File: config.mk
export PLATFORM = sky130hd
export DESIGN_NAME = cocw_top
export DESIGN_NICKNAME = d
export VERILOG_FILES = /design/src/cocw_pkg.sv /design/src/cocw_top.sv
export VERILOG_INCLUDE_DIRS = /design/src
export SDC_FILE = /design/constraint.sdc
export NUM_CORES = 1
export LEC_CHECK = 0
export BUFFER_PORTS_ARGS = -buffer_cell sky130_fd_sc_hd__buf_2
export CAP_MARGIN = 20
export CORE_MARGIN = 4
export CORE_UTILIZATION = 60
export CTS_BUF_LIST = sky130_fd_sc_hd__clkbuf_8
export DETAILED_ROUTE_END_ITERATION = 6
export PLACE_DENSITY = 0.83
export SLEW_MARGIN = 20
export SYNTH_ARGS = -nofsm -noshare
export SYNTH_HDL_FRONTEND = slang
export SYNTH_SLANG_ARGS = --single-unit
File: constraint.sdc
create_clock -name clock -period 7.4 [get_ports clock]
set_input_delay 0 -clock clock [delete_from_list [all_inputs] [get_ports clock]]
set_output_delay 0 -clock clock [all_outputs]
set_load 0.05 [all_outputs]
File: src/cocw_regs.svh
// Offsets, field positions, reset values and timing constants for the
// charger option control and watchdog block. Definitions only.
`ifndef COCW_REGS_SVH
`define COCW_REGS_SVH

// Register command codes
`define COCW_ADDR_OPT0     8'h12
`define COCW_ADDR_CURR     8'h14
`define COCW_ADDR_VOLT     8'h15
`define COCW_ADDR_OPT1     8'h30

// Option 0 field positions
`define COCW_BIT_LWPWR     15
`define COCW_BIT_WDT_HI    14
`define COCW_BIT_WDT_LO    13
`define COCW_BIT_AUTO_OFF  12
`define COCW_BIT_OTG_OK    11
`define COCW_BIT_OOA       10
`define COCW_BIT_IREG      1
`define COCW_BIT_INHIBIT   0

// Option 1 field positions
`define COCW_BIT_DCHG_MON  15
`define COCW_BIT_CMP_LP_HI 14
`define COCW_BIT_CMP_LP_LO 13
`define COCW_BIT_PSYS_MON  12

// Reset values
`define COCW_RST_OPT0      16'hE20E
`define COCW_RST_OPT1      16'h0211
`define COCW_RST_CURR      16'h0000
`define COCW_RST_VOLT      16'h1060

// Settable bits of the setpoint registers
`define COCW_MASK_CURR     16'h1FC0
`define COCW_MASK_VOLT     16'h7FF0

// Watchdog timing
`define COCW_CLK_HZ        50000000
`define COCW_TICK_MS       1
`define COCW_MS_PER_SEC    1000
`define COCW_WDT_T1_SEC    5
`define COCW_WDT_T2_SEC    88
`define COCW_WDT_T3_SEC    175

`endif

File: src/cocw_pkg.sv
// Types shared by the charger option control and watchdog block.
// Assumes the constants header is compiled alongside.
package cocw_pkg;

  typedef logic [15:0] cocw_word_t;

  // Watchdog states
  typedef enum logic [1:0] {
    COCW_WD_OFF,
    COCW_WD_RUN,
    COCW_WD_EXPIRED
  } cocw_wd_e;

endpackage : cocw_pkg

File: src/cocw_top.sv
// Charger option control and watchdog: option registers, setpoints,
// low power gating, watchdog, input regulation auto-off, status outputs.
// Assumes a command layer that hands over decoded register writes,
// and inputs synchronous to clock.
//
// Functional notes
// RQ1 - Low power on battery gates monitors, ADC
// RQ2 - Performance mode follows own register settings
// RQ3 - Option1 bit 14/13 keeps comparator alive
// RQ4 - Timeout code selects off, 5, 88, 175 s
// RQ5 - Expiry forces charge current register to zero
// RQ6 - Restart on setpoint or timeout field write
// RQ7 - Auto-off clears regulation enable on pin fall
// RQ8 - Host may rewrite regulation enable to one
// RQ9 - Auto-off disabled leaves regulation enable alone
// RQ10 - Optional OTG report on charge ok output
// RQ11 - Out-of-audio bit floors burst frequency 25 kHz
// RQ12 - Reset values of the upper option fields
// RQ13 - Regulation enable host writable, hardware clearable
// RQ14 - Charge current is 7 bits, 64 mA step
// RQ15 - Setpoint writes restart running watchdog count
`timescale 1ns/10ps
`include "cocw_regs.svh"

module cocw_top #(
  parameter int TICK_CYCLES = `COCW_CLK_HZ / 1000 * `COCW_TICK_MS
) (
  input  wire logic        clock,
  input  wire logic        resetn,
  input  wire logic [7:0]  reg_addr,
  input  wire logic        reg_write,
  input  wire logic [15:0] reg_wdata,
  output logic      [15:0] reg_rdata,
  input  wire logic        battery_only,
  input  wire logic        battery_present_pin,
  input  wire logic        otg_mode,
  input  wire logic        adapter_ok,
  input  wire logic        prochot_request,
  input  wire logic        comparator_request,
  input  wire logic        adc_request,
  output logic             prochot_enable,
  output logic             discharge_monitor_enable,
  output logic             power_monitor_enable,
  output logic             comparator_enable,
  output logic             adc_available,
  output logic             charge_ok_output,
  output logic             burst_floor_enable,
  output logic             input_regulation_enable,
  output logic             charge_enable,
  output logic      [6:0]  charge_current_setting,
  output logic      [10:0] charge_voltage_setting,
  output logic             watchdog_expired
);

  localparam int TICK_W = $clog2(TICK_CYCLES + 1);
  localparam int MS_W   = 18;

  cocw_pkg::cocw_word_t opt0;
  cocw_pkg::cocw_word_t opt1;
  cocw_pkg::cocw_word_t curr;
  cocw_pkg::cocw_word_t volt;
  cocw_pkg::cocw_wd_e   wd_state;
  cocw_pkg::cocw_wd_e   next_wd_state;
  logic [TICK_W-1:0]    tick_count;
  logic [MS_W-1:0]      wd_ms;
  logic                 pin_q;

  // Timeout code to milliseconds; code 00 yields zero, never used
  function automatic logic [MS_W-1:0] limit_ms(input logic [1:0] sel);
    case (sel)
      2'h1:    limit_ms = MS_W'(`COCW_WDT_T1_SEC * `COCW_MS_PER_SEC);
      2'h2:    limit_ms = MS_W'(`COCW_WDT_T2_SEC * `COCW_MS_PER_SEC);
      2'h3:    limit_ms = MS_W'(`COCW_WDT_T3_SEC * `COCW_MS_PER_SEC);
      default: limit_ms = '0;
    endcase
  endfunction : limit_ms

  // Write decode
  wire       wr_opt0 = reg_write && (reg_addr == `COCW_ADDR_OPT0);
  wire       wr_curr = reg_write && (reg_addr == `COCW_ADDR_CURR);
  wire       wr_volt = reg_write && (reg_addr == `COCW_ADDR_VOLT);
  wire       wr_opt1 = reg_write && (reg_addr == `COCW_ADDR_OPT1);

  // Field views
  wire       low_power_enable          = opt0[`COCW_BIT_LWPWR];
  wire [1:0] watchdog_timeout_select   = opt0[`COCW_BIT_WDT_HI:`COCW_BIT_WDT_LO];
  wire       input_regulation_auto_off = opt0[`COCW_BIT_AUTO_OFF];
  wire       otg_reports_charge_ok     = opt0[`COCW_BIT_OTG_OK];
  wire       out_of_audio_enable       = opt0[`COCW_BIT_OOA];
  wire       ireg     = opt0[`COCW_BIT_IREG];
  wire       inhibit  = opt0[`COCW_BIT_INHIBIT];
  wire       cmp_keep = opt1[`COCW_BIT_CMP_LP_HI] | opt1[`COCW_BIT_CMP_LP_LO];

  // Pin fall seen against the previous sample; pin is already synchronous
  wire       pin_fall  = pin_q && !battery_present_pin;
  wire       auto_kill = input_regulation_auto_off && pin_fall;

  // Watchdog timing
  wire       tick    = (tick_count == TICK_W'(TICK_CYCLES - 1));
  wire       wd_last = tick && (wd_ms == limit_ms(watchdog_timeout_select) - MS_W'(1));

  // Any setpoint write, or any write carrying the timeout field, restarts
  wire       wd_kick = wr_curr || wr_volt || wr_opt0;
  wire       wd_fire = (wd_state == cocw_pkg::COCW_WD_RUN) && wd_last && !wd_kick;

  // Option 0 next value; hardware clear beats a same-cycle host set
  wire [15:0] opt0_src   = wr_opt0 ? reg_wdata : opt0;
  wire [15:0] next_opt0  = auto_kill ? (opt0_src & ~(16'h0001 << `COCW_BIT_IREG)) : opt0_src;

  // Charge current next value; expiry parks the setpoint at zero
  wire [15:0] next_curr = wd_fire ? 16'h0000 :
                          wr_curr ? (reg_wdata & `COCW_MASK_CURR) : curr;

  // Low power gating only applies on battery alone
  wire       lp_active  = low_power_enable && battery_only;

  wire       next_prochot = !lp_active && prochot_request;
  wire       next_dchg    = !lp_active && opt1[`COCW_BIT_DCHG_MON];
  wire       next_psys    = !lp_active && opt1[`COCW_BIT_PSYS_MON];
  wire       next_cmp     = lp_active ? cmp_keep : comparator_request;
  wire       next_adc     = !lp_active && adc_request;

  // Status outputs
  wire       next_chg_ok = adapter_ok || (otg_reports_charge_ok && otg_mode);

  // Charging resumes only with valid, nonzero setpoints
  wire       next_chg_en = (wd_state != cocw_pkg::COCW_WD_EXPIRED) && !inhibit &&
                           (curr != 16'h0000) && (volt != 16'h0000);

  // Read selection; unmapped codes read as zero
  wire [15:0] next_rdata = (reg_addr == `COCW_ADDR_OPT0) ? opt0 :
                           (reg_addr == `COCW_ADDR_CURR) ? curr :
                           (reg_addr == `COCW_ADDR_VOLT) ? volt :
                           (reg_addr == `COCW_ADDR_OPT1) ? opt1 : 16'h0000;

  // Watchdog state decision
  always_comb begin
    next_wd_state = wd_state;
    case (wd_state)
      cocw_pkg::COCW_WD_OFF: begin
        if (watchdog_timeout_select != 2'h0) begin
          next_wd_state = cocw_pkg::COCW_WD_RUN;
        end
      end
      cocw_pkg::COCW_WD_RUN: begin
        if (watchdog_timeout_select == 2'h0) begin
          next_wd_state = cocw_pkg::COCW_WD_OFF;
        end else if (wd_fire) begin
          next_wd_state = cocw_pkg::COCW_WD_EXPIRED; // RQ5
        end
      end
      cocw_pkg::COCW_WD_EXPIRED: begin
        if (wd_kick) begin
          next_wd_state = cocw_pkg::COCW_WD_OFF; // RQ6
        end
      end
      default: next_wd_state = cocw_pkg::COCW_WD_OFF;
    endcase
  end

  // Option registers
  always_ff @(posedge clock or negedge resetn) begin
    if (!resetn) begin
      opt0 <= `COCW_RST_OPT0; // RQ12
      opt1 <= `COCW_RST_OPT1;
    end else begin
      opt0 <= next_opt0; // RQ7 RQ8 RQ9 RQ13
      opt1 <= wr_opt1 ? reg_wdata : opt1;
    end
  end

  // Setpoint registers
  always_ff @(posedge clock or negedge resetn) begin
    if (!resetn) begin
      curr <= `COCW_RST_CURR;
      volt <= `COCW_RST_VOLT;
    end else begin
      curr <= next_curr; // RQ5 RQ14
      volt <= wr_volt ? (reg_wdata & `COCW_MASK_VOLT) : volt;
    end
  end

  // Watchdog counters; restart zeroes both so a kick gives a full period
  always_ff @(posedge clock or negedge resetn) begin
    if (!resetn) begin
      wd_state   <= cocw_pkg::COCW_WD_OFF;
      tick_count <= '0;
      wd_ms      <= '0;
    end else begin
      wd_state <= next_wd_state;
      if (wd_kick || wd_state != cocw_pkg::COCW_WD_RUN) begin
        tick_count <= '0; // RQ15
        wd_ms      <= '0;
      end else if (tick) begin
        tick_count <= '0; // RQ4
        wd_ms      <= wd_ms + MS_W'(1);
      end else begin
        tick_count <= tick_count + TICK_W'(1);
      end
    end
  end

  // Pin history for fall detection
  always_ff @(posedge clock or negedge resetn) begin
    if (!resetn) begin
      pin_q <= 1'b1;
    end else begin
      pin_q <= battery_present_pin;
    end
  end

  // Gated enables
  always_ff @(posedge clock or negedge resetn) begin
    if (!resetn) begin
      prochot_enable           <= 1'b0;
      discharge_monitor_enable <= 1'b0;
      power_monitor_enable     <= 1'b0;
      comparator_enable        <= 1'b0;
      adc_available            <= 1'b0;
    end else begin
      prochot_enable           <= next_prochot; // RQ1 RQ2
      discharge_monitor_enable <= next_dchg;
      power_monitor_enable     <= next_psys;
      comparator_enable        <= next_cmp; // RQ3
      adc_available            <= next_adc;
    end
  end

  // Status and setpoint outputs
  always_ff @(posedge clock or negedge resetn) begin
    if (!resetn) begin
      charge_ok_output        <= 1'b0;
      burst_floor_enable      <= 1'b0;
      input_regulation_enable <= 1'b0;
      charge_enable           <= 1'b0;
      charge_current_setting  <= 7'h00;
      charge_voltage_setting  <= 11'h000;
      watchdog_expired        <= 1'b0;
      reg_rdata               <= 16'h0000;
    end else begin
      charge_ok_output        <= next_chg_ok; // RQ10
      burst_floor_enable      <= out_of_audio_enable; // RQ11
      input_regulation_enable <= ireg;
      charge_enable           <= next_chg_en; // RQ6
      charge_current_setting  <= curr[12:6];
      charge_voltage_setting  <= volt[14:4];
      watchdog_expired        <= (wd_state == cocw_pkg::COCW_WD_EXPIRED);
      reg_rdata               <= next_rdata;
    end
  end
endmodule : cocw_top

==> results of run 1 <==
## cells by family (layout without fill, tap and decap cells)
logic type      after synthesis  after routing  share of synthesized area [%]
compound gates               77             77                           9.25
xor+xnor                     17             17                           2.65
simple gates                149            149                           15.8
mux                          52             52                           10.2
buf+inv                      30            154                           2.18
fa+ha+maj                     6              6                           1.33
flops                       131            131                           58.5
## routing by layer
| metal | GRT usage [%] | routed length, µm |
|---|---|---|
| met3 | 6.11 | 853 |
| met5 | 0 | 0 |
| met1 | 31.9 | 5460 |
| met2 | 40.9 | 6580 |
| met4 | 10.5 | 241 |
## sequential cells by signal, indices dropped and copies added (netlist names), 2 cells and up
| name | cells |
|---|---|
| wd_ms | 18 |
| charge_voltage_setting | 11 |
| charge_current_setting | 7 |
| opt0 | 16 |
| volt | 11 |
| reg_rdata | 16 |
| tick_count | 16 |
| opt1 | 16 |
| curr | 7 |
| wd_state | 2 |
## power groups by stage
stage / logic, mW / registers (mW) / clock network (mW)
finish: 0.121 / 0.756 / 0.614
CTS: 0.119 / 0.755 / 0.622
floorplan: 0.0341 / 0.793 / 0
detailed placement: 0.106 / 0.769 / 0
global placement: 0.103 / 0.767 / 0
global route: 0.130 / 0.758 / 0.660
## critical path, stage by stage (launching register included)
cell and delay, ns:
dfrtp_1 0.44, or4_4 0.57, or4_1 0.86, or4_1 0.64, a21oi_1 0.16
## worst paths after layout
kind	cells past startpoint	to	slack, ns	from
worst max-delay path	4	wd_ms[17]	4.64	tick_count[11]
worst min-delay path	4	reg_rdata[10]	0.08	reg_addr[7]
worst max register to register	4	wd_ms[17]	4.64	tick_count[11]
worst min register to register	0	charge_voltage_setting[2]	0.42	volt[6]
max in group asynchronous	4	opt0[14]	6.09	resetn
min in group asynchronous	2	reg_rdata[2]	0.12	resetn
## what timing repair did
item,in CTS,in global routing
hold buffers,30,0
buffers inserted,0,0
endpoints found under the hold margin,109,0
## final cells by class
type                       instances  area, µm²
clock buffer                      17        234
clock inverter                    15        170
fill                             564       2370
inverter                          12       45.0
multi-input combinational        301       2220
sequential                       131       3300
tap                              111        139
timing repair buffer             110        728
## metrics by stage
| stage | instances | utilization, % |
|---|---|---|
| 4_1_cts | 695 | 73.8 |
| 6_report | 697 | 74.2 |
| 3_5_place_dp | 633 | 66.2 |
| 2_1_floorplan | 462 | - |
| 3_3_place_gp | 633 | 66.2 |
| 5_1_grt | 697 | 74.2 |
## Yosys cell counts (all sizes together) (10+ instances only)
library cell and number:
nand3 15, dfrtp 117, or4 17, inv 12, nor2 25, nor4 10, mux2 43, a21oi 25
dfstp 14, nand2 14, clkbuf 14, o31ai 13, nand4 15
==> results.json, run 1 <==
{
  "cap_violations": 0,
  "ys_warn_count": 0,
  "drt_iter0_drc": 340,
  "final_nets": 613,
  "grt_overflow": 0,
  "fmaxAchievable_mhz": 362,
  "coreArea_um2": 9200,
  "start_util_pct": 61.2,
  "wl_per_cell_um": 18.8,
  "first_global_vias": 4373,
  "drcViolationCount": 0,
  "rsz0062_at_grt": "no",
  "hp-class": "in -> reg",
  "place_hpwl_um": 8450,
  "final_common_cell": "dfrtp_1",
  "cts_tree": "done",
  "vias": 4300,
  "grt_start_max_net_pins": 82,
  "track_usage_pct": 25.0,
  "fp-row-count": 35,
  "antenna_cells": 0,
  "p_per_area_nw_per_um2": 218,
  "antenna_found_initial": 0,
  "pin_count": 78,
  "clockBufferDepth": 2,
  "fin_crit_ns": 2.76,
  "wirelength_um": 13100,
  "yosys.area.top_type_share_pct": 52.0,
  "switching_share_pct": 26.7,
  "area_delta_synth_final_pct": 21.3,
  "slew_violations": 0,
  "combPwrFrac_pct": 8.1,
  "synth_edf_count": 0,
  "max_slew_margin_pct": 32.1,
  "die_area_um2": 11000,
  "yosysSeqAreaShare_pct": 58.5,
  "yosys-top-cells-area": "dfrtp_1 52%, mux2_2 8.6%, dfstp_2 6.5%, a21oi_1 2.2%, or4_1 2.1%",
  "die_x_um": 105,
  "cts.sinks": 131,
  "synth_ff_type": "dfrtp_1",
  "setup_ws_ns": 4.64,
  "async_flop_share_pct": 100,
  "yosysTopAreaCell": "dfrtp_1",
  "switching_power_mw": 0.397,
  "yosysUniqueCellTypes": 52,
  "synth.cell_area_um2": 5630,
  "cts-resized-gates": 0,
  "fin_setup_tns_ns": 0,
  "cellLeakagePower_nw": 3.22,
  "grt_pass1_wl_um": 21900,
  "internal-power_mw": 1.09,
  "outcome": "finished clean",
  "cts_made_buffers": 17,
  "synth_nets": 502,
  "path_class": "reg -> reg",
  "pwr-share-clk_pct": 41.2,
  "skew_ns": 0.0101,
  "setup_viol": 0,
  "die_y_um": 105,
  "avgViaCountPerCell": 6.17,
  "dpl-instance-area_um2": 6090,
  "numPortBuffers": 77,
  "mostFrequentLayoutCells": "117 x dfrtp_1, 76 x buf_2, 43 x mux2_2",
  "synth.avg_cell_area_um2": 12.2,
  "ys_seq_elements": 131,
  "gp_congestion": 0.905,
  "pwr-share-seq_pct": 50.7,
  "final_area_um2": 6830,
  "worst_pin_slew_ns": 1.02,
  "synth_cells": 462,
  "htreeDepth": 4,
  "crit_path_start_kind": "register",
  "place_ws_ns": 4.62,
  "drive_gt1_share_pct": 30.2,
  "worst_skew_pair.late_latency_ns": 0.43,
  "cts.clk_slew.worst_paths_ns": 0.08,
  "timing.hold.ws_ns": 0.0790,
  "dr.pass1.iters": 5,
  "cp.required_ns": 7.74,
  "cp-end-kind": "register",
  "ant_nets": 0,
  "p_total_mw": 1.49,
  "worstPathArrival_ns": 3.10,
  "peakVddDrop_v": 0.000117,
  "root_buffer": "clkbuf_8",
  "hold_viol": 0,
  "crit_fanout": 25,
  "fin_crit_sh_pct": 37.3
}
(Power assumes the default switching activity.)
==> run 2, diff against run 1 <==
- CORE_UTILIZATION: 60 -> 54
- PLACE_DENSITY: 0.83 -> 0.79
- clock period: 7.4 -> 2.5 ns (I/O delays scaled with it)
==> run 2 against run 1 <==
Hold slack better by 0.00051 ns. Combinational power grew to 3.0 times the previous value. Count of clock-buffer cells in the layout is the same. Critical path depth up 1. Sequential power rose to 3.0 times the previous value. Utilization shrank 6.3 points. Total power rose to 2.9 times the previous value. Clock skew grew 0.0059 ns. Design area increased by 1.9%. Register-to-register slack got worse by 4.5 ns. Sequential cell count did not move. Die area rose by 10%.
==> results.json, run 2 (same netlist as run 1, synthesis figures left out) <==
{
  "outcome": "finished clean",
  "cap_violations": 0,
  "place_hpwl_um": 8760,
  "skew_ns": 0.0160,
  "endpoint": "wd_ms[17]",
  "die_area_um2": 12100,
  "r2r_slack_ns": 0.13,
  "area_delta_synth_final_pct": 23.5,
  "largest_register_ffs": 18,
  "antenna_found_initial": 0,
  "first_global_vias": 4403,
  "path_cells": "or4_4 > or4_4 > buf_12 > or4_1 > a21oi_1",
  "cp.required_ns": 2.83,
  "critPathSlowestCell": "or4_4",
  "die_y_um": 110,
  "fin_util_pct": 68.0,
  "grt_start_max_net_pins": 60,
  "p_per_area_nw_per_um2": 631,
  "hold_viol": 0,
  "crit_path_start_kind": "register",
  "start_util_pct": 55.0,
  "crit_fanout": 25,
  "fin_setup_tns_ns": 0,
  "final_nets": 626,
  "root_buffer": "clkbuf_8",
  "crit_start": "tick_count[11]",
  "wirelength_um": 13400,
  "worstPathArrival_ns": 2.70,
  "numPortBuffers": 77,
  "dr.pass1.iters": 5,
  "fmaxAchievable_mhz": 421,
  "clockBufferDepth": 2,
  "worst_skew_pair.late_latency_ns": 0.42,
  "peakVddDrop_v": 0.000345,
  "min_from": "reg_addr[1]",
  "worst_pin_slew_ns": 0.827,
  "drcViolationCount": 0,
  "r2r_start": "tick_count[11]",
  "setup_viol": 0,
  "die_x_um": 110,
  "fp-row-count": 37,
  "hp-class": "in -> reg",
  "cp-end-kind": "register",
  "vias": 4353,
  "htreeDepth": 4,
  "timing.rr.end": "wd_ms[17]",
  "avgViaCountPerCell": 5.91,
  "cts.clk_slew.worst_paths_ns": 0.09,
  "track_usage_pct": 23.0,
  "cts.sinks": 131,
  "pin_count": 78,
  "drive_gt1_share_pct": 31.9,
  "wl_per_cell_um": 18.2,
  "crit_top_cell": "or4_4",
  "fin_crit_sh_pct": 95.0,
  "path_class": "reg -> reg",
  "rsz0062_at_grt": "no",
  "grt_overflow": 0,
  "cpPeakStageDelay_ns": 0.55,
  "slew_violations": 0,
  "mostFrequentLayoutCells": "117 x dfrtp_1, 76 x buf_2, 43 x mux2_2",
  "cts_tree": "done",
  "reg2reg_depth": 5,
  "regMostFlops": "wd_ms",
  "drt_iter0_drc": 278,
  "cts_made_buffers": 17,
  "grt_pass1_wl_um": 21600,
  "coreArea_um2": 10200,
  "fin_crit_ns": 2.37,
  "cellLeakagePower_nw": 3.29,
  "max_slew_margin_pct": 44.7,
  "gp_congestion": 0.829,
  "final_common_cell": "dfrtp_1",
  "ant_nets": 0
}
## run 2: where the power goes
group | internal, mW | switching, mW | leakage (nW)
Sequential | 2.19 | 0.0464 | 1.76
Combinational | 0.131 | 0.232 | 1.33
Clock | 0.837 | 0.949 | 0.198
Total | 3.16 | 1.23 | 3.29
## run 2: how the worst min path moves through the flow
stage	to	slack, ns	depth (start not counted)
floorplan	adc_available	-0.30	0
global placement	reg_rdata[5]	0.06	1
detailed placement	reg_rdata[5]	0.07	1
CTS	reg_rdata[6]	0.05	4
global route	reg_rdata[10]	0.10	4
finish	reg_rdata[6]	0.08	4
## run 2: per-layer routing
layer	vias up	wire length [µm]	global-route usage, %
met1	2176	5410	29.3
met2	171	6820	39.7
met5	-	0	0
li1	1980	-	-
met4	0	232	6.68
met3	26	940	4.78
## run 2: what timing repair did
item / CTS / global route
setup endpoints to repair: 0 / 2
buffers inserted: 0 / 0
hold buffers: 30 / 0
resized for setup: 0 / 1
hold endpoints to repair: 110 / 0
## run 2: final cells by class
type / instances / area, µm²
sequential: 131 / 3300
fill: 697 / 3280
multi-input combinational: 301 / 2210
timing repair buffer: 123 / 833
clock buffer: 17 / 234
tap: 136 / 170
clock inverter: 15 / 159
inverter: 12 / 45.0
antenna: 1 / 2.50
## run 2: stage by stage
step	power (mW)	cell area (µm²)	setup WS, ns	cells	hold WS (ns)
finish	4.39	6950	0.125	736	0.0795
global route	4.55	6950	0.0350	735	0.103
CTS	4.42	6950	0.0922	735	0.0460
detailed placement	2.60	6250	0.108	673	0.0660
global placement	2.59	6250	0.160	673	0.0551
floorplan	2.45	5630	0.126	462	-0.296
## run 2: worst max-delay path, delay by kind of cell (launching register included)
kind	cells	cell delay (ns)
AO/OA/AOI/OAI	1	0.17
AND/OR/NAND/NOR	3	1.57
flip-flops	1	0.38
buffers and inverters	1	0.17
==> run 3, diff against run 2 <==
- CORE_UTILIZATION: 54 -> 35
- PLACE_DENSITY: 0.79 -> default
- clock period: 2.5 -> 2.59 ns (I/O delays scaled with it)
==> run 3 against run 2 <==
Final cell count is 11% higher. Hold slack worse by 0.0078 ns. Register-to-register slack hardly changed. Critical path type unchanged. Critical endpoint unchanged. Largest cell class unchanged. Largest power group unchanged.
==> results.json, run 3 (same netlist as run 1, synthesis figures left out) <==
{
  "dpl.cell_count": 752,
  "grt_pass1_wl_um": 22100,
  "mostFrequentLayoutCells": "117 x dfrtp_1, 76 x buf_2, 43 x mux2_2",
  "final_area_um2": 7030,
  "cts.clk_slew.worst_paths_ns": 0.07,
  "cp.required_ns": 2.94,
  "pin_count": 78,
  "cp-end-kind": "register",
  "rsz0062_at_grt": "no",
  "worstPathArrival_ns": 2.80,
  "start_util_pct": 35.6,
  "wirelength_um": 13400,
  "grt_start_max_net_pins": 47,
  "cts_made_buffers": 17,
  "cts_tree": "done",
  "gp_congestion": 0.796,
  "regMostFlops": "wd_ms",
  "antenna_found_initial": 0,
  "dr.pass1.iters": 4,
  "slew_violations": 0,
  "root_buffer": "clkbuf_8",
  "avgViaCountPerCell": 5.20,
  "antenna_cells": 0,
  "track_usage_pct": 15.4,
  "largest_register_ffs": 18,
  "crit_fanout": 25,
  "fin_crit_ns": 2.45,
  "hp-class": "in -> reg",
  "place_ws_ns": 0.151,
  "die_area_um2": 18200,
  "die_y_um": 135,
  "postCtsHoldBufs": 31,
  "final_cell_count_no_fill": 815,
  "fin_crit_sh_pct": 94.6,
  "drt_iter0_drc": 275,
  "reg2reg_depth": 5,
  "p_per_area_nw_per_um2": 589,
  "path_class": "reg -> reg",
  "fin_setup_tns_ns": 0,
  "cap_violations": 0,
  "clockBufferDepth": 2,
  "fp-row-count": 46,
  "cts-resized-gates": 0,
  "final_common_cell": "dfrtp_1",
  "worst_skew_pair.late_latency_ns": 0.44,
  "cts_setup_buffers": 0,
  "first_global_vias": 4309,
  "fmaxAchievable_mhz": 408,
  "holdPathStages": 4,
  "dpl-instance-area_um2": 6330,
  "htreeDepth": 4,
  "timing.hold.ws_ns": 0.0717,
  "grt_overflow": 0,
  "coreArea_um2": 15800,
  "drcViolationCount": 0,
  "die_x_um": 135,
  "outcome": "finished clean",
  "setup_viol": 0,
  "peakVddDrop_v": 0.000289,
  "numPortBuffers": 77,
  "crit_path_start_kind": "register",
  "wl_per_cell_um": 16.5,
  "p_total_mw": 4.14,
  "area_delta_synth_final_pct": 24.8,
  "worst_pin_slew_ns": 0.707,
  "cts.sinks": 131,
  "setup_ws_ns": 0.140,
  "final_nets": 626,
  "fin_util_pct": 44.4,
  "vias": 4239,
  "skew_ns": 0.0100,
  "max_slew_margin_pct": 52.8,
  "ant_nets": 0,
  "drive_gt1_share_pct": 31.4,
  "place_hpwl_um": 9480,
  "hold_viol": 0,
  "cellLeakagePower_nw": 3.27
}
==> run 3: cell count changes in the layout (fill, tap and decap cells not counted), sizes merged <==
cell,delta
buf,-1
clkbuf,+3
clkinv,+4
clkinvlp,+1
diode,-1
dlygate4sd3,+1
inv,-8
==> run 3: area by class of cell <==
type | instances | area (µm²)
clock inverter | 12 | 106
fill | 1487 | 8800
inverter | 12 | 45.0
clock buffer | 20 | 275
multi-input combinational | 301 | 2210
timing repair buffer | 123 | 823
sequential | 131 | 3300
tap | 216 | 270
==> run 3: final timing paths <==
kind                                start                      end  slack (ns)
max                        tick_count[11]                wd_ms[17]        0.14
min                           reg_addr[1]             reg_rdata[6]        0.07
max reg2reg                tick_count[11]                wd_ms[17]        0.14
min reg2reg                       opt0[1]  input_regulation_enable        0.41
max in group asynchronous          resetn                  opt1[9]        1.73
min in group asynchronous          resetn  input_regulation_enable        0.09
==> run 3: where the power goes <==
| group | internal (mW) | switching, mW | total [mW] |
|---|---|---|---|
| Clock | 0.834 | 0.801 | 1.63 |
| Sequential | 2.12 | 0.0421 | 2.16 |
| Combinational | 0.129 | 0.219 | 0.347 |
==> run 3: worst max-delay path, stage by stage, from the launching register on <==
cell and delay [ns]:
dfrtp_1 0.44, or4_4 0.57, or4_1 0.47, buf_4 0.22
or4_1 0.51, a21oi_1 0.15
==> run 3: metal layers <==
| layer | routed length (µm) | track usage, % | share of wire [%] |
|---|---|---|---|
| met1 | 5860 | 19.3 | 44 |
| met2 | 6810 | 26.2 | 51 |
| met3 | 627 | 4.14 | 4.7 |
| met4 | 153 | 4.69 | 1.1 |
| met5 | 0 | 0 | 0 |
